<file path="src/cpv_pkg.sv">
package cpv_pkg;

    // ---------------------------------------------------------------
    // Clock and timing
    // ---------------------------------------------------------------
    localparam int CLK_HZ = 40_000_000;
    localparam int DEBOUNCE_MS = 40;          // Request glitch filter, typical
    localparam int UNPLUG_MS = 500;           // Longest return to default
    localparam int DIS_HOLD_MS = 20;          // Discharge tail after feedback drop
    localparam int STEP_US = 1000;            // Time between setpoint steps
    localparam int DEBOUNCE_CYC = (CLK_HZ / 1000) * DEBOUNCE_MS;
    localparam int DIS_HOLD_CYC = (CLK_HZ / 1000) * DIS_HOLD_MS;
    localparam int STEP_CYC = (CLK_HZ / 1_000_000) * STEP_US;
    localparam int CNT_W = 24;

    // ---------------------------------------------------------------
    // Setpoint codes, 100 mV per unit
    // ---------------------------------------------------------------
    localparam int SP_W = 8;
    localparam logic [SP_W-1:0] SP_DEF = 8'h33;   // 5.1 V
    localparam logic [SP_W-1:0] SP_9V = 8'h5A;    // 9.0 V
    localparam logic [SP_W-1:0] SP_12V = 8'h78;   // 12.0 V
    localparam logic [SP_W-1:0] SP_MIN = 8'h24;   // 3.6 V
    localparam logic [SP_W-1:0] SP_STEP = 8'h02;  // 200 mV
    localparam logic [SP_W-1:0] OVP_REC = 8'h37;  // 5.5 V
    localparam logic [15:0] OVP_PCT = 16'h0073;   // 115 percent
    localparam logic [15:0] PCT_DIV = 16'h0064;   // 100 percent
    localparam logic [7:0] TEMP_SHUT = 8'hA0;     // 160 C
    localparam logic [7:0] TEMP_RESUME = 8'h7D;   // 125 C

    // ---------------------------------------------------------------
    // Types
    // ---------------------------------------------------------------
    typedef enum logic [2:0] {
        REQ_NONE, REQ_5V, REQ_9V, REQ_12V, REQ_CONT, REQ_HOLD
    } cpv_req_e;

    typedef enum logic [1:0] {ST_OFF, ST_RUN, ST_OVP} cpv_state_e;

    // Data line comparator levels
    typedef struct packed {
        logic dp_present;   // D+ above 0.6 V class
        logic dp_hi;        // D+ at 3.3 V class
        logic dm_hi;        // D- at 3.3 V class
        logic dm_gnd;       // D- grounded
    } cpv_line_s;

    // Analog sense readings
    typedef struct packed {
        logic [SP_W-1:0] vin_code;      // Input voltage, 100 mV units
        logic [7:0] temp_code;          // Die temperature, degrees C
        logic converter_feedback_node;  // Feedback above 108 % of reference
        logic supply_ok;                // Supply above start threshold
    } cpv_sense_s;

    // ---------------------------------------------------------------
    // Line state decoding
    // ---------------------------------------------------------------
    function automatic cpv_req_e cpv_decode(input cpv_line_s ln);
        logic dp_mid;
        logic dm_mid;
        dp_mid = ln.dp_present && !ln.dp_hi;
        dm_mid = !ln.dm_hi && !ln.dm_gnd;
        if (!ln.dp_present) begin
            cpv_decode = REQ_NONE;
        end else if (dp_mid && dm_mid) begin
            cpv_decode = REQ_12V;
        end else if (ln.dp_hi && dm_mid) begin
            cpv_decode = REQ_9V;
        end else if (dp_mid && ln.dm_hi) begin
            cpv_decode = REQ_CONT;
        end else if (ln.dp_hi && ln.dm_hi) begin
            cpv_decode = REQ_HOLD;
        end else if (dp_mid && ln.dm_gnd) begin
            cpv_decode = REQ_5V;
        end else begin
            cpv_decode = REQ_NONE;
        end
    endfunction

endpackage

</file>
<file path="src/cpv_line_qual.sv">
`timescale 1ns/1ps
module cpv_line_qual #(
    parameter int DEB_CYC = cpv_pkg::DEBOUNCE_CYC
) (
    input wire logic i_clk_sys,               // System clock
    input wire logic i_rst_n,                 // Async reset, active low
    input cpv_pkg::cpv_line_s i_line,         // Data line levels
    output cpv_pkg::cpv_req_e o_req,          // Accepted request
    output logic o_req_valid                  // Pulse on new request
);
    import cpv_pkg::*;

    typedef struct packed {
        cpv_req_e cand;
        cpv_req_e acc;
        logic [CNT_W-1:0] cnt;
        logic valid;
    } cpv_qual_s;

    cpv_qual_s cur_ff;
    cpv_qual_s nxt_q;
    cpv_req_e dec;

    // ---------------------------------------------------------------
    // Debounce of decoded line state
    // ---------------------------------------------------------------
    always_comb begin
        dec = cpv_decode(i_line);
        nxt_q = cur_ff;
        nxt_q.valid = 1'b0;
        if (dec != cur_ff.cand) begin
            nxt_q.cand = dec;
            nxt_q.cnt = '0;
        end else if (cur_ff.cnt != CNT_W'(DEB_CYC - 1)) begin
            nxt_q.cnt = cur_ff.cnt + CNT_W'(1);
        end else if (cur_ff.cand != cur_ff.acc && cur_ff.cand != REQ_NONE) begin
            nxt_q.acc = cur_ff.cand;
            nxt_q.valid = 1'b1;
        end
        // Removal clears memory so a replug re-requests
        if (!i_line.dp_present) begin
            nxt_q.acc = REQ_NONE;
        end
    end

    // State register
    always_ff @(posedge i_clk_sys or negedge i_rst_n) begin
        if (!i_rst_n) begin
            cur_ff <= '{cand: REQ_NONE, acc: REQ_NONE, cnt: '0, valid: 1'b0};
        end else begin
            cur_ff <= nxt_q;
        end
    end

    assign o_req = cur_ff.acc;
    assign o_req_valid = cur_ff.valid;
endmodule

</file>
<file path="src/cpv_port_ctrl.sv">
`timescale 1ns/1ps
// How it works
// - Line levels map to 12V, 9V, continuous, hold or 5V requests.
// - Continuous mode steps the setpoint 200mV at a time within 3.6V to 12V.
// - A new line state must stay stable for the debounce time first.
// - D+ dropping below 0.6V returns the request to default 5V quickly.
// - Adjust output runs once supply is above start threshold, aiming 5.1V.
// - In default mode at the 5.1V setpoint, adjustment stops while input already exceeds 5.1V.
// - Input above overvoltage threshold turns discharge on; exit below 5.5V.
// - Overvoltage threshold is 115 percent of setpoint; recovery resets to 5V.
// - Discharge stays on when lowering, off 20ms after feedback drops.
// - Shut down above 160C, resume below 125C.
// - Enable high or pulled up runs the block, low disables it.
module cpv_port_ctrl #(
    parameter int DEB_CYC = cpv_pkg::DEBOUNCE_CYC,
    parameter int STEP_CYC = cpv_pkg::STEP_CYC,
    parameter int DIS_CYC = cpv_pkg::DIS_HOLD_CYC
) (
    input wire logic i_clk_sys,                         // System clock, 40 MHz
    input wire logic i_rst_n,                           // Async reset, active low
    input wire logic i_en,                              // Enable, high or pulled up
    input cpv_pkg::cpv_line_s i_line,                   // Data line levels
    input cpv_pkg::cpv_sense_s i_sense,                 // Analog sense readings
    input wire logic i_cont_inc,                        // Continuous step up pulse
    input wire logic i_cont_dec,                        // Continuous step down pulse
    output logic [cpv_pkg::SP_W-1:0] o_setpoint_sink_output, // Setpoint code
    output logic o_sink_active,                         // Adjust sink running
    output logic o_input_overvoltage_guard,             // Input discharge on
    output logic o_shutdown,                            // Block is off
    output cpv_pkg::cpv_req_e o_mode                    // Active request mode
);
    import cpv_pkg::*;

    typedef struct packed {
        cpv_state_e state;
        cpv_req_e mode;
        logic [SP_W-1:0] setpoint;
        logic [SP_W-1:0] target;
        logic [CNT_W-1:0] step_cnt;
        logic [CNT_W-1:0] dis_cnt;
        logic down;
        logic hot;
        logic sink;
        logic guard;
        logic shut;
    } cpv_ctrl_s;

    cpv_ctrl_s cur_ff;
    cpv_ctrl_s nxt_c;
    cpv_req_e req;
    logic req_valid;
    logic off;
    logic tick;
    logic [15:0] ovp_prod;
    logic [SP_W-1:0] ovp_th;
    logic [SP_W-1:0] diff;

    // ---------------------------------------------------------------
    // Request qualifier
    // ---------------------------------------------------------------
    cpv_line_qual #(
        .DEB_CYC(DEB_CYC)
    ) u_qual (
        .i_clk_sys(i_clk_sys),
        .i_rst_n(i_rst_n),
        .i_line(i_line),
        .o_req(req),
        .o_req_valid(req_valid)
    );

    // Dynamic overvoltage threshold
    assign ovp_prod = (16'(cur_ff.setpoint) * OVP_PCT) / PCT_DIV;
    assign ovp_th = ovp_prod[SP_W-1:0];

    // ---------------------------------------------------------------
    // Control state machine
    // ---------------------------------------------------------------
    always_comb begin
        nxt_c = cur_ff;
        diff = '0;
        // Thermal hysteresis
        if (i_sense.temp_code > TEMP_SHUT) begin
            nxt_c.hot = 1'b1;
        end else if (i_sense.temp_code < TEMP_RESUME) begin
            nxt_c.hot = 1'b0;
        end
        off = !i_en || !i_sense.supply_ok || nxt_c.hot;
        tick = cur_ff.step_cnt == CNT_W'(STEP_CYC - 1);
        nxt_c.step_cnt = tick ? '0 : cur_ff.step_cnt + CNT_W'(1);
        case (cur_ff.state)
            ST_OFF: begin
                nxt_c.setpoint = SP_DEF;
                nxt_c.target = SP_DEF;
                nxt_c.mode = REQ_5V;
                nxt_c.down = 1'b0;
                nxt_c.dis_cnt = '0;
                if (!off) begin
                    nxt_c.state = ST_RUN;
                end
            end
            ST_RUN: begin
                if (off) begin
                    nxt_c.state = ST_OFF;
                end else if (i_sense.vin_code > ovp_th) begin
                    nxt_c.state = ST_OVP;
                end else begin
                    // New requests
                    if (!i_line.dp_present) begin
                        nxt_c.mode = REQ_5V;
                        nxt_c.target = SP_DEF;
                    end else if (req_valid) begin
                        case (req)
                            REQ_5V: begin
                                nxt_c.mode = REQ_5V;
                                nxt_c.target = SP_DEF;
                            end
                            REQ_9V: begin
                                nxt_c.mode = REQ_9V;
                                nxt_c.target = SP_9V;
                            end
                            REQ_12V: begin
                                nxt_c.mode = REQ_12V;
                                nxt_c.target = SP_12V;
                            end
                            REQ_CONT: begin
                                nxt_c.mode = REQ_CONT;
                                nxt_c.target = cur_ff.setpoint;
                            end
                            default: begin
                                nxt_c.mode = cur_ff.mode;
                            end
                        endcase
                    end else if (cur_ff.mode == REQ_CONT) begin
                        if (i_cont_inc && cur_ff.target <= SP_12V - SP_STEP) begin
                            nxt_c.target = cur_ff.target + SP_STEP;
                        end else if (i_cont_dec && cur_ff.target >= SP_MIN + SP_STEP) begin
                            nxt_c.target = cur_ff.target - SP_STEP;
                        end
                    end
                    // Lowering starts discharge
                    if (nxt_c.target < cur_ff.setpoint && nxt_c.target != cur_ff.target) begin
                        nxt_c.down = 1'b1;
                        nxt_c.dis_cnt = '0;
                    end else if (cur_ff.down && cur_ff.setpoint == cur_ff.target
                                 && !i_sense.converter_feedback_node) begin
                        nxt_c.dis_cnt = cur_ff.dis_cnt + CNT_W'(1);
                        if (cur_ff.dis_cnt == CNT_W'(DIS_CYC - 1)) begin
                            nxt_c.down = 1'b0;
                        end
                    end else begin
                        nxt_c.dis_cnt = '0;
                    end
                    // Walk setpoint one increment per tick
                    if (tick && cur_ff.setpoint < cur_ff.target) begin
                        diff = cur_ff.target - cur_ff.setpoint;
                        nxt_c.setpoint = cur_ff.setpoint
                                         + ((diff > SP_STEP) ? SP_STEP : diff);
                    end else if (tick && cur_ff.setpoint > cur_ff.target) begin
                        diff = cur_ff.setpoint - cur_ff.target;
                        nxt_c.setpoint = cur_ff.setpoint
                                         - ((diff > SP_STEP) ? SP_STEP : diff);
                    end
                end
            end
            ST_OVP: begin
                if (off) begin
                    nxt_c.state = ST_OFF;
                end else if (i_sense.vin_code < OVP_REC) begin
                    nxt_c.state = ST_RUN;
                    nxt_c.mode = REQ_5V;
                    nxt_c.setpoint = SP_DEF;
                    nxt_c.target = SP_DEF;
                    nxt_c.down = 1'b0;
                    nxt_c.dis_cnt = '0;
                end
            end
            default: begin
                nxt_c.state = ST_OFF;
            end
        endcase
        // Registered outputs
        nxt_c.sink = nxt_c.state == ST_RUN
                     && !(nxt_c.mode == REQ_5V && nxt_c.setpoint == SP_DEF
                          && i_sense.vin_code > SP_DEF);
        nxt_c.guard = nxt_c.state == ST_OVP || nxt_c.down;
        nxt_c.shut = nxt_c.state == ST_OFF;
    end

    // State register
    always_ff @(posedge i_clk_sys or negedge i_rst_n) begin
        if (!i_rst_n) begin
            cur_ff <= '{state: ST_OFF, mode: REQ_5V, setpoint: SP_DEF, target: SP_DEF,
                        step_cnt: '0, dis_cnt: '0, down: 1'b0, hot: 1'b0,
                        sink: 1'b0, guard: 1'b0, shut: 1'b1};
        end else begin
            cur_ff <= nxt_c;
        end
    end

    // Output drive
    assign o_setpoint_sink_output = cur_ff.setpoint;
    assign o_sink_active = cur_ff.sink;
    assign o_input_overvoltage_guard = cur_ff.guard;
    assign o_shutdown = cur_ff.shut;
    assign o_mode = cur_ff.mode;
endmodule

</file>
<file path="config.mk">
export PLATFORM = sky130hd
export DESIGN_NAME = cpv_port_ctrl
export DESIGN_NICKNAME = d
export VERILOG_FILES = /design/src/cpv_pkg.sv /design/src/cpv_line_qual.sv /design/src/cpv_port_ctrl.sv
export SDC_FILE = /design/constraint.sdc
export NUM_CORES = 1
export LEC_CHECK = 0
export ABC_AREA = 0
export BUFFER_PORTS_ARGS = -buffer_cell sky130_fd_sc_hd__buf_4
export CAP_MARGIN = 20
export CORE_ASPECT_RATIO = 0.5
export CORE_MARGIN = 4
export CORE_UTILIZATION = 24
export DETAILED_ROUTE_END_ITERATION = 10
export HOLD_SLACK_MARGIN = 0.15
export PLACE_DENSITY = 0.51
export SLEW_MARGIN = 20
export SYNTH_ARGS = -nofsm -noshare
export SYNTH_HDL_FRONTEND = slang
export SYNTH_HIERARCHICAL = 1
export SYNTH_SLANG_ARGS = --single-unit
</file>
<file path="constraint.sdc">
create_clock -name i_clk_sys -period 10 [get_ports i_clk_sys]
set_clock_uncertainty 0.05 [all_clocks]
set_input_delay 1 -clock i_clk_sys [delete_from_list [all_inputs] [get_ports i_clk_sys]]
set_output_delay 1 -clock i_clk_sys [all_outputs]
set_load 0.01 [all_outputs]
</file>
==> results of run 1 <==
==> worst max-delay path by stage <==
stage | from | to | slack (ns) | depth (start not counted)
2_1_floorplan | o_setpoint_sink_output[1] | cur_ff[27] | -0.25 | 49
3_3_place_gp | o_setpoint_sink_output[1] | o_sink_active | -0.13 | 46
3_5_place_dp | o_setpoint_sink_output[1] | o_sink_active | -0.12 | 47
4_1_cts | o_setpoint_sink_output[1] | o_sink_active | -0.04 | 49
5_1_grt | o_setpoint_sink_output[1] | o_sink_active | -0.48 | 49
6_report | o_setpoint_sink_output[1] | o_sink_active | -0.05 | 49
==> cell families after synthesis <==
logic type | after synthesis
xor+xnor | 109
fa+ha+maj | 108
buf+inv | 112
flops | 105
mux | 9
other cells | 2
simple gates | 422
compound gates | 345
==> per-stage QoR <==
stage / setup slack [ns] / hold slack (ns) / utilization (%) / cell area, um^2 / TNS (ns)
3_3_place_gp: -0.1268 / 0.4144 / 29.62 / 12530 / -1.080
5_1_grt: -0.4784 / 0.4657 / 32.05 / 13560 / -11.86
6_report: -0.04731 / 0.4330 / 32.05 / 13560 / -0.04731
2_1_floorplan: -0.2505 / 0.3967 / - / 10710 / -2.047
3_5_place_dp: -0.1191 / 0.4145 / 29.62 / 12530 / -0.9376
4_1_cts: -0.03862 / 0.4311 / 30.70 / 12990 / -0.04581
==> cell type report <==
type / instances / area, um^2
Timing Repair Buffer: 215 / 1677
Multi-Input combinational cell: 1004 / 7989
Clock inverter: 7 / 85.08
Sequential cell: 105 / 2640
Inverter: 58 / 221.5
Fill cell: 4454 / 28750
Clock buffer: 9 / 225.2
Tap cell: 577 / 721.9
==> flip-flops by register name (all words and copies together), names as in the netlist <==
signal                     flops
o_setpoint_sink_output         8
u_qual/o_req_valid             1
o_shutdown                     1
cur_ff                        60
u_qual/o_req                   3
o_mode                         3
o_input_overvoltage_guard      1
o_sink_active                  1
u_qual/cur_ff                 27
==> synth_stat cells, types with 6 or more instances <==
library cell    n  area [um^2]
a211oi_1       14        105.1
a21o_1         17        127.6
a21oi_1        74        370.4
a22o_1          6        52.55
a22oi_1         8        60.06
a31oi_1        16        100.1
and2_1         12        75.07
and3_1         24        150.1
buf_2           9        45.04
buf_4          14        105.1
clkbuf_1       30        112.6
dfrtp_1        95         2377
dfstp_2        10        262.8
fa_1           16        320.3
ha_1           92         1151
inv_1          58        217.7
nand2_1        80        300.3
nand2b_1       20        125.1
nand3_1        32        160.2
nand4_1        26        162.7
nor2_1        107        401.6
nor2b_1        14        87.58
nor3_1         28        140.1
nor4_1         15        93.84
o211ai_1       17        127.6
o21a_1         12        90.09
o21ai_0        71        355.3
o21ai_1        11        55.05
o21bai_1        7        52.55
o22ai_1         9        56.30
o31ai_1         9        67.56
or3_1          16        100.1
xnor2_1        71        621.9
xor2_1         37        324.1
==> power breakdown <==
group          switching [W]   total, W  internal [W]
Clock               0.000173   0.000372      0.000199
Sequential        0.00000300   0.000430      0.000427
Combinational      0.0000380  0.0000645     0.0000266
Total               0.000214   0.000866      0.000652
==> critical path: cells and delay by family, from the launching register on <==
kind / cells / cell delay (ns)
flip-flops: 1 / 0.57
AO/OA/AOI/OAI: 20 / 4.18
buffers and inverters: 10 / 1.09
XOR/XNOR: 1 / 0.22
adder cells (fa/ha/maj): 6 / 2.17
AND/OR/NAND/NOR: 12 / 1.65
==> layer usage <==
| layer | wire length, um | track usage [%] | vias up |
|---|---|---|---|
| met3 | 645 | 1.122 | 24 |
| li1 | - | - | 4791 |
| met4 | 319 | 1.967 | 0 |
| met1 | 14090 | 16.91 | 4600 |
| met2 | 13430 | 20.19 | 123 |
| met5 | 0 | 0 | - |
==> cells in the final DEF (no fill, tap or decap), drive strengths merged, types with 6 or more instances in the layout <==
cell type,synthesis,routed
o21a,12,12
a31oi,16,16
o22ai,9,9
and3,24,24
and2,13,13
a21oi,75,75
dfstp,10,10
a211oi,17,17
mux2i,7,7
o21bai,7,7
nand2,80,80
nor3,32,32
nor2,108,108
clkbuf,30,9
a21o,17,17
inv,58,60
nand3,32,32
fa,16,16
xnor2,72,72
ha,92,92
o211ai,19,19
or3,18,18
nor4,17,17
a22oi,8,8
xor2,37,37
or2,9,10
buf,24,215
dfrtp,95,95
conb,2,10
o21ai,82,82
nand2b,20,20
nor2b,14,14
a22o,6,6
nand4,27,27
o31ai,9,9
==> what timing repair did <==
action | in CTS | in global routing
cloned | 1 | 0
setup buffers | 5 | 22
resized for setup | 21 | 80
hold buffers | 0 | 0
endpoints found under the setup margin | 25 | 46
pin swaps | 18 | 42
==> summary.txt, run 1 <==
Run status
  – Status: finished, violations left
  – Failing checks: setup timing

Clock tree
  – CTS tree: done
  – Clk root buf: clkbuf_16
  – H-tree depth: 3
  – Clock Latency Late Sink: roughly 0.35 ns
  – Worst-path clk slew: ~0.07 ns
  – CTS buffer count: 9
  – CTS Sinks: around 110
  – Deepest clock path buffer count: 2

Critical path
  – Setup Crit Path Kind: reg -> reg
  – CP Capture Type: flip-flop
  – CP startpoint kind: flip-flop
  – CP max stage cell: dfstp_2
  – Worst reg2reg path depth: 49
  – Reg-to-reg setup timing slack: -0.05 ns
  – Worst Path Required: ~10 ns
  – Crit path max fanout: 5
  – Reg2reg end: o_sink_active
  – Worst r2r src: o_setpoint_sink_output[1]
  – Crit path DAT: about 10 ns
  – Critical Path Max Stage Delay: 0.57 ns

Floorplanning
  – Die W: 301.6 um
  – Die height: 154.8 um
  – CORE AREA: around 42000 um^2
  – # rows: 53
  – Die ar.: 46700 um^2
  – Starting Density: between 20% and 30%
  – I/O pin cnt: 41

Yosys
  – Multiplexer share of the synthesized area: ~1.1%
  – Xor-xnor portion of the synthesized cell area: a little under a tenth
  – Adder-Cell Fraction of Synth Area: 14.22%
  – Count of distinct cell types in the synthesized netlist: about 100
  – Syn Area/Cell: approximately 8.5 um^2
  – Largest family of logic cells by synthesized area: compound AO/OA/AOI/OAI gates
  – Syn Std Cell Area: ~10000 um^2
  – Synth Instances: approximately 1200
  – Seq/Total Area, Yosys: 25.52%
  – Compound-gate portion of the synthesized area: between 20% and 30%
  – Simple-gate share of the synthesized area: 21.70%
  – Post-synth EDFFs: 0
  – FF+latch count, synth: 105
  – Synth warn: 6
  – Synth Flop Type: dfrtp_1
  – Post-synth ARST share: 100.0%

Timing
  – Headroom to the max-slew limit: about 36%
  – Fin crit share: 100.5%
  – Fin. Hold Viols: 0
  – Fin worst setup slack: -0.04731 ns
  – RSZ-0062 raised after global routing: yes
  – Final Critical Period: about 10 ns
  – Slew @ Worst Pin: around 0.96 ns
  – Count of pins over their slew limit: 0
  – Peak Freq: approximately 0.10 GHz
  – Setup violators final: 1

Route
  – Post-route ant nets: 0
  – DRT Wirelength: roughly 28000 um
  – WL per Instance: approximately 14 um
  – Vias: approximately 9500
  – DR vias/cell: ~4.8
  – DRT Pass-1 Iters: 5
  – Number of DRC markers in iteration 0: a little over 500
  – DRC: 0

Place
  – Port bufs: 40
  – Placed insts: ~1900
  – GP Congestion: about 0.85
  – DP Wirelength: between 20000 and 25000 um

GRT
  – GRT overflow: 0
  – First-pass GRT wire length: roughly 47000 um
  – Vias in the first global route: between 9000 and 10000
  – Largest net degree at the start of global routing: 74
  – All-Layer GR Usage: about an eighth
  – Initial antenna violation count: 0

Cells and area
  – ANT cells: 0
  – Nets@finish: 1528
  – Layout area overhead: 31.06%
  – Share of layout cells above drive strength 1: ~27%
  – Non-Filler Instances: between 1500 and 2000

Pwr
  – Max IR drop VDD: 0.00008290 V
  – Tot Pwr: approximately 0.00087 W
  – Leakage: 5.626 nW
  – PwrDens: around 64 nW/um^2

Flow run
  – # Max-Cap Violations: 0

Min path
  – Hold worst-path end: cur_ff[52]
  – HP Start: cur_ff[52]
  – Hold depth: 1
  – Hold/Removal Path Class: reg -> reg
No activity file was read; power rests on OpenSTA's default activity.
==> run 2, diff against run 1 <==
- CORE_UTILIZATION: 24 -> 45
- PLACE_DENSITY: 0.51 -> 0.75
==> run 2 against run 1 <==
Against the previous run:
- the run still ends with setup timing left
- non-clock buffer count fell by 2
- combinational power up 3%
- hold slack worse by 0.00060 ns
- clock-buffer cell count grew 2
- first-iteration DRC count increased by 24%
- die area is 45% lower
- worst setup slack lost 0.25 ns
- clock power shrank 13%
- sequential cell count unchanged
- highest routed layer unchanged
==> summary.txt, run 2 (synthesis gave the netlist of run 1 again) <==
Timing
  – Count of pins over their slew limit: 0 (unchanged)
  – Fin crit share: 103.0% (+2.5 points)
  – Fin worst setup slack: -0.2953 ns (-0.2480 ns)
  – Peak Freq: 0.09713 GHz (-2.4%)
  – Headroom to the max-slew limit: 39.17% (+3.5 points)
  – Setup TNS: -3.188 ns (-3.140 ns)
  – RSZ-0062 raised after global routing: yes
  – Setup violators final: 26 (+25)
  – Final Critical Period: 10.30 ns (+0.2480 ns)
  – Fin. Hold Viols: 0 (unchanged)
  – Slew @ Worst Pin: 0.9059 ns (-0.05619 ns)

Route
  – DRT met1 WL: 12400 um (-12%)
  – DRC: 0 (unchanged)
  – Vias: 9946 (+4.3%)
  – WL met2: 14100 um (+5.0%)
  – DR top layer: met4
  – Number of DRC markers in iteration 0: 638 (+24%)
  – DR vias/cell: 5.861 (+21%)
  – Post-route ant nets: 0 (unchanged)
  – WL per Instance: 16.68 um (+16%)
  – DRT Pass-1 Iters: 5 (unchanged)
  – Met3 routed WL: 1018 um (+58%)
  – DRT Wirelength: 28310 um (-0.60%)

Run status
  – Status: finished, violations left
  – Failing checks: setup timing

Critical path
  – CP Buf/Inv Count: 4 (-6)
  – Reg2reg end: o_sink_active
  – CP startpoint: o_setpoint_sink_output[1]
  – Top delay family on crit path: compound AO/OA/AOI/OAI gates
  – Critical Path Max Stage Delay: 0.58 ns (about the same)
  – Worst reg2reg path depth: 45 (-8.2%)
  – CP max stage cell: dfstp_2
  – Reg-to-reg setup timing slack: -0.30 ns (-0.25 ns)
  – Crit path DAT: 10.48 ns (+0.25 ns)
  – Setup Crit Path Kind: reg -> reg
  – CP startpoint kind: flip-flop
  – Crit path depth: 45 (-8.2%)
  – CP Capture Type: flip-flop
  – Crit path max fanout: 6 (+1)
  – Worst Path Required: 10.18 ns (about the same)
  – Setup crit end: o_sink_active
  – Worst r2r src: o_setpoint_sink_output[1]

Clock tree
  – CTS hold repair buffers: 0 (unchanged)
  – Clock Latency Late Sink: 0.34 ns (about the same)
  – CTS Sinks: 105 (unchanged)
  – Clk root buf: clkbuf_16
  – CTS buffer count: 9 (unchanged)
  – CTS tree: done
  – H-tree depth: 3 (unchanged)
  – Deepest clock path buffer count: 2 (unchanged)
  – Worst-path clk slew: 0.08 ns (about the same)

Pwr
  – Switch Pwr: 0.0001972 W (-7.8%)
  – Tot Pwr: 0.0008203 W (-5.3%)
  – Switch share: 24.03% (-0.65 points)
  – Leakage: 5.582 nW (-0.77%)
  – Combinational share of power: 8.1% (+0.6 points)
  – Max IR drop VDD: 0.00008228 V (-0.75%)
  – Clock share of power: 39.5% (-3.4 points)
  – PwrDens: 62.73 nW/um^2 (-1.8%)
  – Part of the power in registers: 52.4% (+2.8 points)
  – Int Pwr: 0.0006232 W (-4.5%)

Place
  – Area after DPL: 12120 um^2 (-3.3%)
  – Port bufs: 40 (unchanged)
  – DP Wirelength: 21350 um (-3.0%)
  – GP Congestion: 0.9411 (+11%)

Floorplanning
  – Die W: 222.4 um (-26%)
  – Die ar.: 25630 um^2 (-45%)
  – Die height: 115.2 um (-26%)
  – Starting Density: 46.80% (+22 points)
  – # rows: 38 (-28%)
  – I/O pin cnt: 41 (unchanged)
  – CORE AREA: 22110 um^2 (-48%)

GRT
  – Vias in the first global route: 9905 (+7.6%)
  – GRT overflow: 0 (unchanged)
  – Largest net degree at the start of global routing: 63 (-15%)
  – First-pass GRT wire length: 47270 um (about the same)
  – All-Layer GR Usage: 21.60% (+9.6 points)
  – Initial antenna violation count: 0 (unchanged)

Min path
  – Hold/Removal Path Class: reg -> reg
  – Hold depth: 1 (unchanged)

Cells and area
  – Max FFs per register: 60 (unchanged)
  – Leading cell type in the layout, fill and taps excluded: buf_4
  – Biggest register: cur_ff
  – Multi-input logic area: 7909 um^2 (-1.0%)
  – Most frequent cells in the layout: buf_4 (199), nor2_1 (98), dfrtp_1 (95), ha_1 (90), nand2_1 (76)
  – ANT cells: 0 (unchanged)
  – Share of layout cells above drive strength 1: 27.06% (-0.41 points)
  – FILL cells: 1873 (-58%)
  – Nets@finish: 1527 (-0.065%)
  – FF+latch area: 2640 um^2 (unchanged)
  – Util after Layout: 59.15% (+27 points)
  – Final instance area: 13080 um^2 (-3.6%)
  – Layout area overhead: 26.40%

Flow run
  – # Max-Cap Violations: 0 (unchanged)
## run 2: cell count changes in the layout (fill, tap and decap cells not counted), moves of 3 or more
| cell | previous run | this run |
|---|---|---|
| nor3_1 | 22 | 26 |
| o22ai_2 | 2 | 5 |
| nor2_1 | 102 | 98 |
| o21ai_1 | 14 | 26 |
| o21ai_0 | 58 | 46 |
| a211oi_2 | 5 | 8 |
| o22ai_1 | 7 | 4 |
| nor2_2 | 4 | 8 |
| buf_4 | 203 | 199 |
| inv_6 | 3 | 0 |
## run 2: power groups by stage
stage          clock network, W  registers (W)  logic (W)
2_1_floorplan                 0       0.000438  0.0000328
3_3_place_gp                  0       0.000438  0.0000577
3_5_place_dp                  0       0.000438  0.0000597
4_1_cts                0.000329       0.000430  0.0000614
5_1_grt                0.000348       0.000430  0.0000734
6_report               0.000324       0.000430  0.0000664
## run 2: metal layers
metal,global-route usage [%],up-vias
li1,-,4788
met5,0,-
met2,40.42,264
met1,26.63,4822
met4,6.771,0
met3,2.270,72
## run 2: stage by stage
step	std cells	hold WS [ns]	setup slack [ns]
global route	1697	0.4578	-0.7046
finish	1697	0.4324	-0.2953
floorplan	1220	0.3967	-0.2505
CTS	1683	0.4363	-0.1162
detailed placement	1649	0.4282	-0.3529
global placement	1649	0.4169	-0.1291
## run 2: worst min-delay path by stage
stage | endpoint | slack [ns] | start
5_1_grt | cur_ff[52] | 0.46 | cur_ff[52]
6_report | cur_ff[29] | 0.43 | cur_ff[29]
3_3_place_gp | cur_ff[52] | 0.42 | cur_ff[52]
2_1_floorplan | cur_ff[52] | 0.40 | cur_ff[52]
3_5_place_dp | cur_ff[29] | 0.43 | cur_ff[29]
4_1_cts | cur_ff[29] | 0.44 | cur_ff[29]
## run 2: area by class of cell
class                           count  share of cell area [%]
Sequential cell                   105                   20.19
Clock inverter                      5                  0.2488
Clock buffer                       11                   1.780
Timing Repair Buffer              213                   12.74
Tap cell                          300                   2.870
Inverter                           58                   1.693
Multi-Input combinational cell   1005                   60.48
## run 2: what timing repair did
item / 4_1_cts / 5_1_grt
pin swaps: 21 / 24
cloned: 1 / 4
setup endpoints to repair: 38 / 47
resized for setup: 43 / 67
setup buffers: 17 / 10
==> run 3, diff against run 2 <==
- PLACE_DENSITY: 0.75 -> unset
- PLACE_DENSITY_LB_ADDON: unset -> 0.2
==> run 3 against run 2 <==
Against the previous run:
- worst setup slack better by 0.13 ns
- the run still ends with setup timing left
- global-route usage is 0.32 points lower
- clock power is 4% higher
- wire length is 0.77% lower
- hold slack worse by 0.00096 ns
- sequential power hardly changed
- highest routed layer unchanged
- fmax is 1.3% higher
- largest cell class unchanged
- sequential share of layout area hardly changed
==> summary.txt, run 3 (synthesis gave the netlist of run 1 again) <==
Run status
  – Status: finished, violations left
  – Failing checks: setup timing

Critical path
  – Reg-to-reg setup timing slack: -0.16 ns (+0.13 ns)
  – Crit path DAT: 10.35 ns (-0.13 ns)
  – Critical Path Max Stage Delay: 0.57 ns (about the same)
  – CP most frequent cell: fa_1
  – CP Capture Type: flip-flop
  – Worst reg2reg path depth: 45 (unchanged)
  – Worst Path Required: 10.19 ns (about the same)
  – Setup Crit Path Kind: reg -> reg
  – CP max stage cell: dfstp_2
  – Crit path depth: 45 (unchanged)
  – CP Buf/Inv Count: 7 (+3)
  – CP startpoint kind: flip-flop
  – Crit path max fanout: 5 (-1)
  – Top delay family on crit path: compound AO/OA/AOI/OAI gates
  – Worst r2r src: o_setpoint_sink_output[1]
  – Setup crit end: o_sink_active
  – CP startpoint: o_setpoint_sink_output[1]
  – Reg2reg end: o_sink_active

GRT
  – Initial antenna violation count: 0 (unchanged)
  – All-Layer GR Usage: 21.29% (-0.32 points)
  – Largest net degree at the start of global routing: 65 (+3.2%)
  – Vias in the first global route: 9448 (-4.6%)
  – GRT overflow: 0 (unchanged)
  – First-pass GRT wire length: 45960 um (-2.8%)

Timing
  – Final Critical Period: 10.16 ns (-0.1342 ns)
  – Setup violators final: 18 (-31%)
  – Slew @ Worst Pin: 0.9081 ns (+0.002150 ns)
  – Peak Freq: 0.09841 GHz (+1.3%)
  – Fin worst setup slack: -0.1612 ns (+0.1342 ns)
  – Setup TNS: -1.319 ns (+1.868 ns)
  – Fin. Hold Viols: 0 (unchanged)
  – Count of pins over their slew limit: 0 (unchanged)
  – Headroom to the max-slew limit: 39.26% (+0.085 points)
  – Fin crit share: 101.6% (-1.3 points)
  – RSZ-0062 raised after global routing: yes

Clock tree
  – H-tree depth: 3 (unchanged)
  – Deepest clock path buffer count: 2 (unchanged)
  – Worst-path clk slew: 0.07 ns (about the same)
  – CTS buffer count: 9 (unchanged)
  – Clk root buf: clkbuf_16
  – Clock Latency Late Sink: 0.36 ns (+0.02 ns)
  – CTS hold repair buffers: 0 (unchanged)
  – CTS tree: done
  – CTS Sinks: 105 (unchanged)

Route
  – DRT Wirelength: 28090 um (-0.77%)
  – DRT Pass-1 Iters: 5 (unchanged)
  – DRC: 0 (unchanged)
  – Post-route ant nets: 0 (unchanged)
  – Number of DRC markers in iteration 0: 688 (+7.8%)
  – WL per Instance: 16.70 um (+0.11%)
  – DR vias/cell: 5.762 (-1.7%)
  – Vias: 9691 (-2.6%)

Floorplanning
  – Die W: 222.4 um (unchanged)
  – I/O pin cnt: 41 (unchanged)
  – Die ar.: 25630 um^2 (unchanged)
  – Die height: 115.2 um (unchanged)
  – # rows: 38 (unchanged)
  – Starting Density: 46.80% (unchanged)
  – CORE AREA: 22110 um^2 (unchanged)

Cells and area
  – Biggest register: cur_ff
  – Nets@finish: 1512 (-0.98%)
  – Leading cell type in the layout, fill and taps excluded: buf_4
  – Util after Layout: 59.26% (+0.11 points)
  – Most frequent cells in the layout: buf_4 (190), nor2_1 (98), dfrtp_1 (94), ha_1 (88), nand2_1 (76)
  – ANT cells: 0 (unchanged)
  – Share of layout cells above drive strength 1: 27.57% (+0.51 points)
  – Max FFs per register: 60 (unchanged)
  – FILL cells: 1943 (+3.7%)
  – Layout area overhead: 26.63%

Pwr
  – Leakage: 5.525 nW (-1.0%)
  – PwrDens: 63.57 nW/um^2 (+1.3%)
  – Max IR drop VDD: 0.00008547 V (+3.9%)
  – Tot Pwr: 0.0008328 W (+1.5%)

Min path
  – Hold/Removal Path Class: reg -> reg

Place
  – DP Wirelength: 20790 um (-2.6%)
  – Port bufs: 40 (unchanged)
  – GP Congestion: 0.8940 (-5.0%)

Flow run
  – # Max-Cap Violations: 0 (unchanged)
run 3: changes by cell type in the layout (fill, tap and decap cells not counted), sizes merged:
cell	before	now
clkdlybuf4s15	0	2
inv	57	58
clkbuf	12	14
clkinv	5	1
buf	212	197
and2	14	13
run 3: area by class of cell:
type | instances | area, um^2 | area share (%)
Tap cell | 300 | 375.4 | 2.865
Multi-Input combinational cell | 1004 | 8046 | 61.42
Sequential cell | 105 | 2641 | 20.16
Timing Repair Buffer | 199 | 1549 | 11.82
Clock inverter | 2 | 13.76 | 0.1051
Clock buffer | 14 | 254.0 | 1.939
Inverter | 58 | 221.5 | 1.690
run 3: worst min-delay path by stage:
stage / start / to / slack [ns] / depth (start not counted)
finish: cur_ff[52] / cur_ff[52] / 0.43 / 1
global route: cur_ff[52] / cur_ff[52] / 0.46 / 1
CTS: cur_ff[52] / cur_ff[52] / 0.43 / 1
detailed placement: cur_ff[52] / cur_ff[52] / 0.42 / 1
global placement: cur_ff[52] / cur_ff[52] / 0.42 / 1
floorplan: cur_ff[52] / cur_ff[52] / 0.40 / 1
run 3: repair_timing:
item	4_1_cts	5_1_grt
buffers inserted	8	17
endpoints found under the setup margin	29	46
cloned	2	1
resized for setup	40	86
pin swaps	25	36
run 3: power by group:
group          switching (W)  leakage (nW)  internal, W  total (W)
clock               0.000160         0.131     0.000177   0.000337
sequential        0.00000303          1.41     0.000427   0.000430
combinational      0.0000384          3.98    0.0000268  0.0000652
total               0.000202          5.52     0.000631   0.000833
run 3: metal layers:
layer,up-vias,track usage [%],wire (um)
met5,-,0,0
met4,0,5.909,539
met3,38,2.270,782
met2,164,37.04,13660
met1,4724,28.70,13110
li1,4765,-,-
run 3: metrics by stage:
| stage | setup slack, ns | instance area, um^2 | cells | hold WS [ns] |
|---|---|---|---|---|
| after floorplan | -0.2505 | 10710 | 1220 | 0.3967 |
| after global routing | -0.6359 | 13100 | 1682 | 0.4561 |
| final | -0.1612 | 13100 | 1682 | 0.4315 |
| after detailed placement | -0.2808 | 12050 | 1638 | 0.4222 |
| after global placement | -0.09028 | 12050 | 1638 | 0.4197 |
| after CTS | -0.08506 | 12580 | 1664 | 0.4333 |
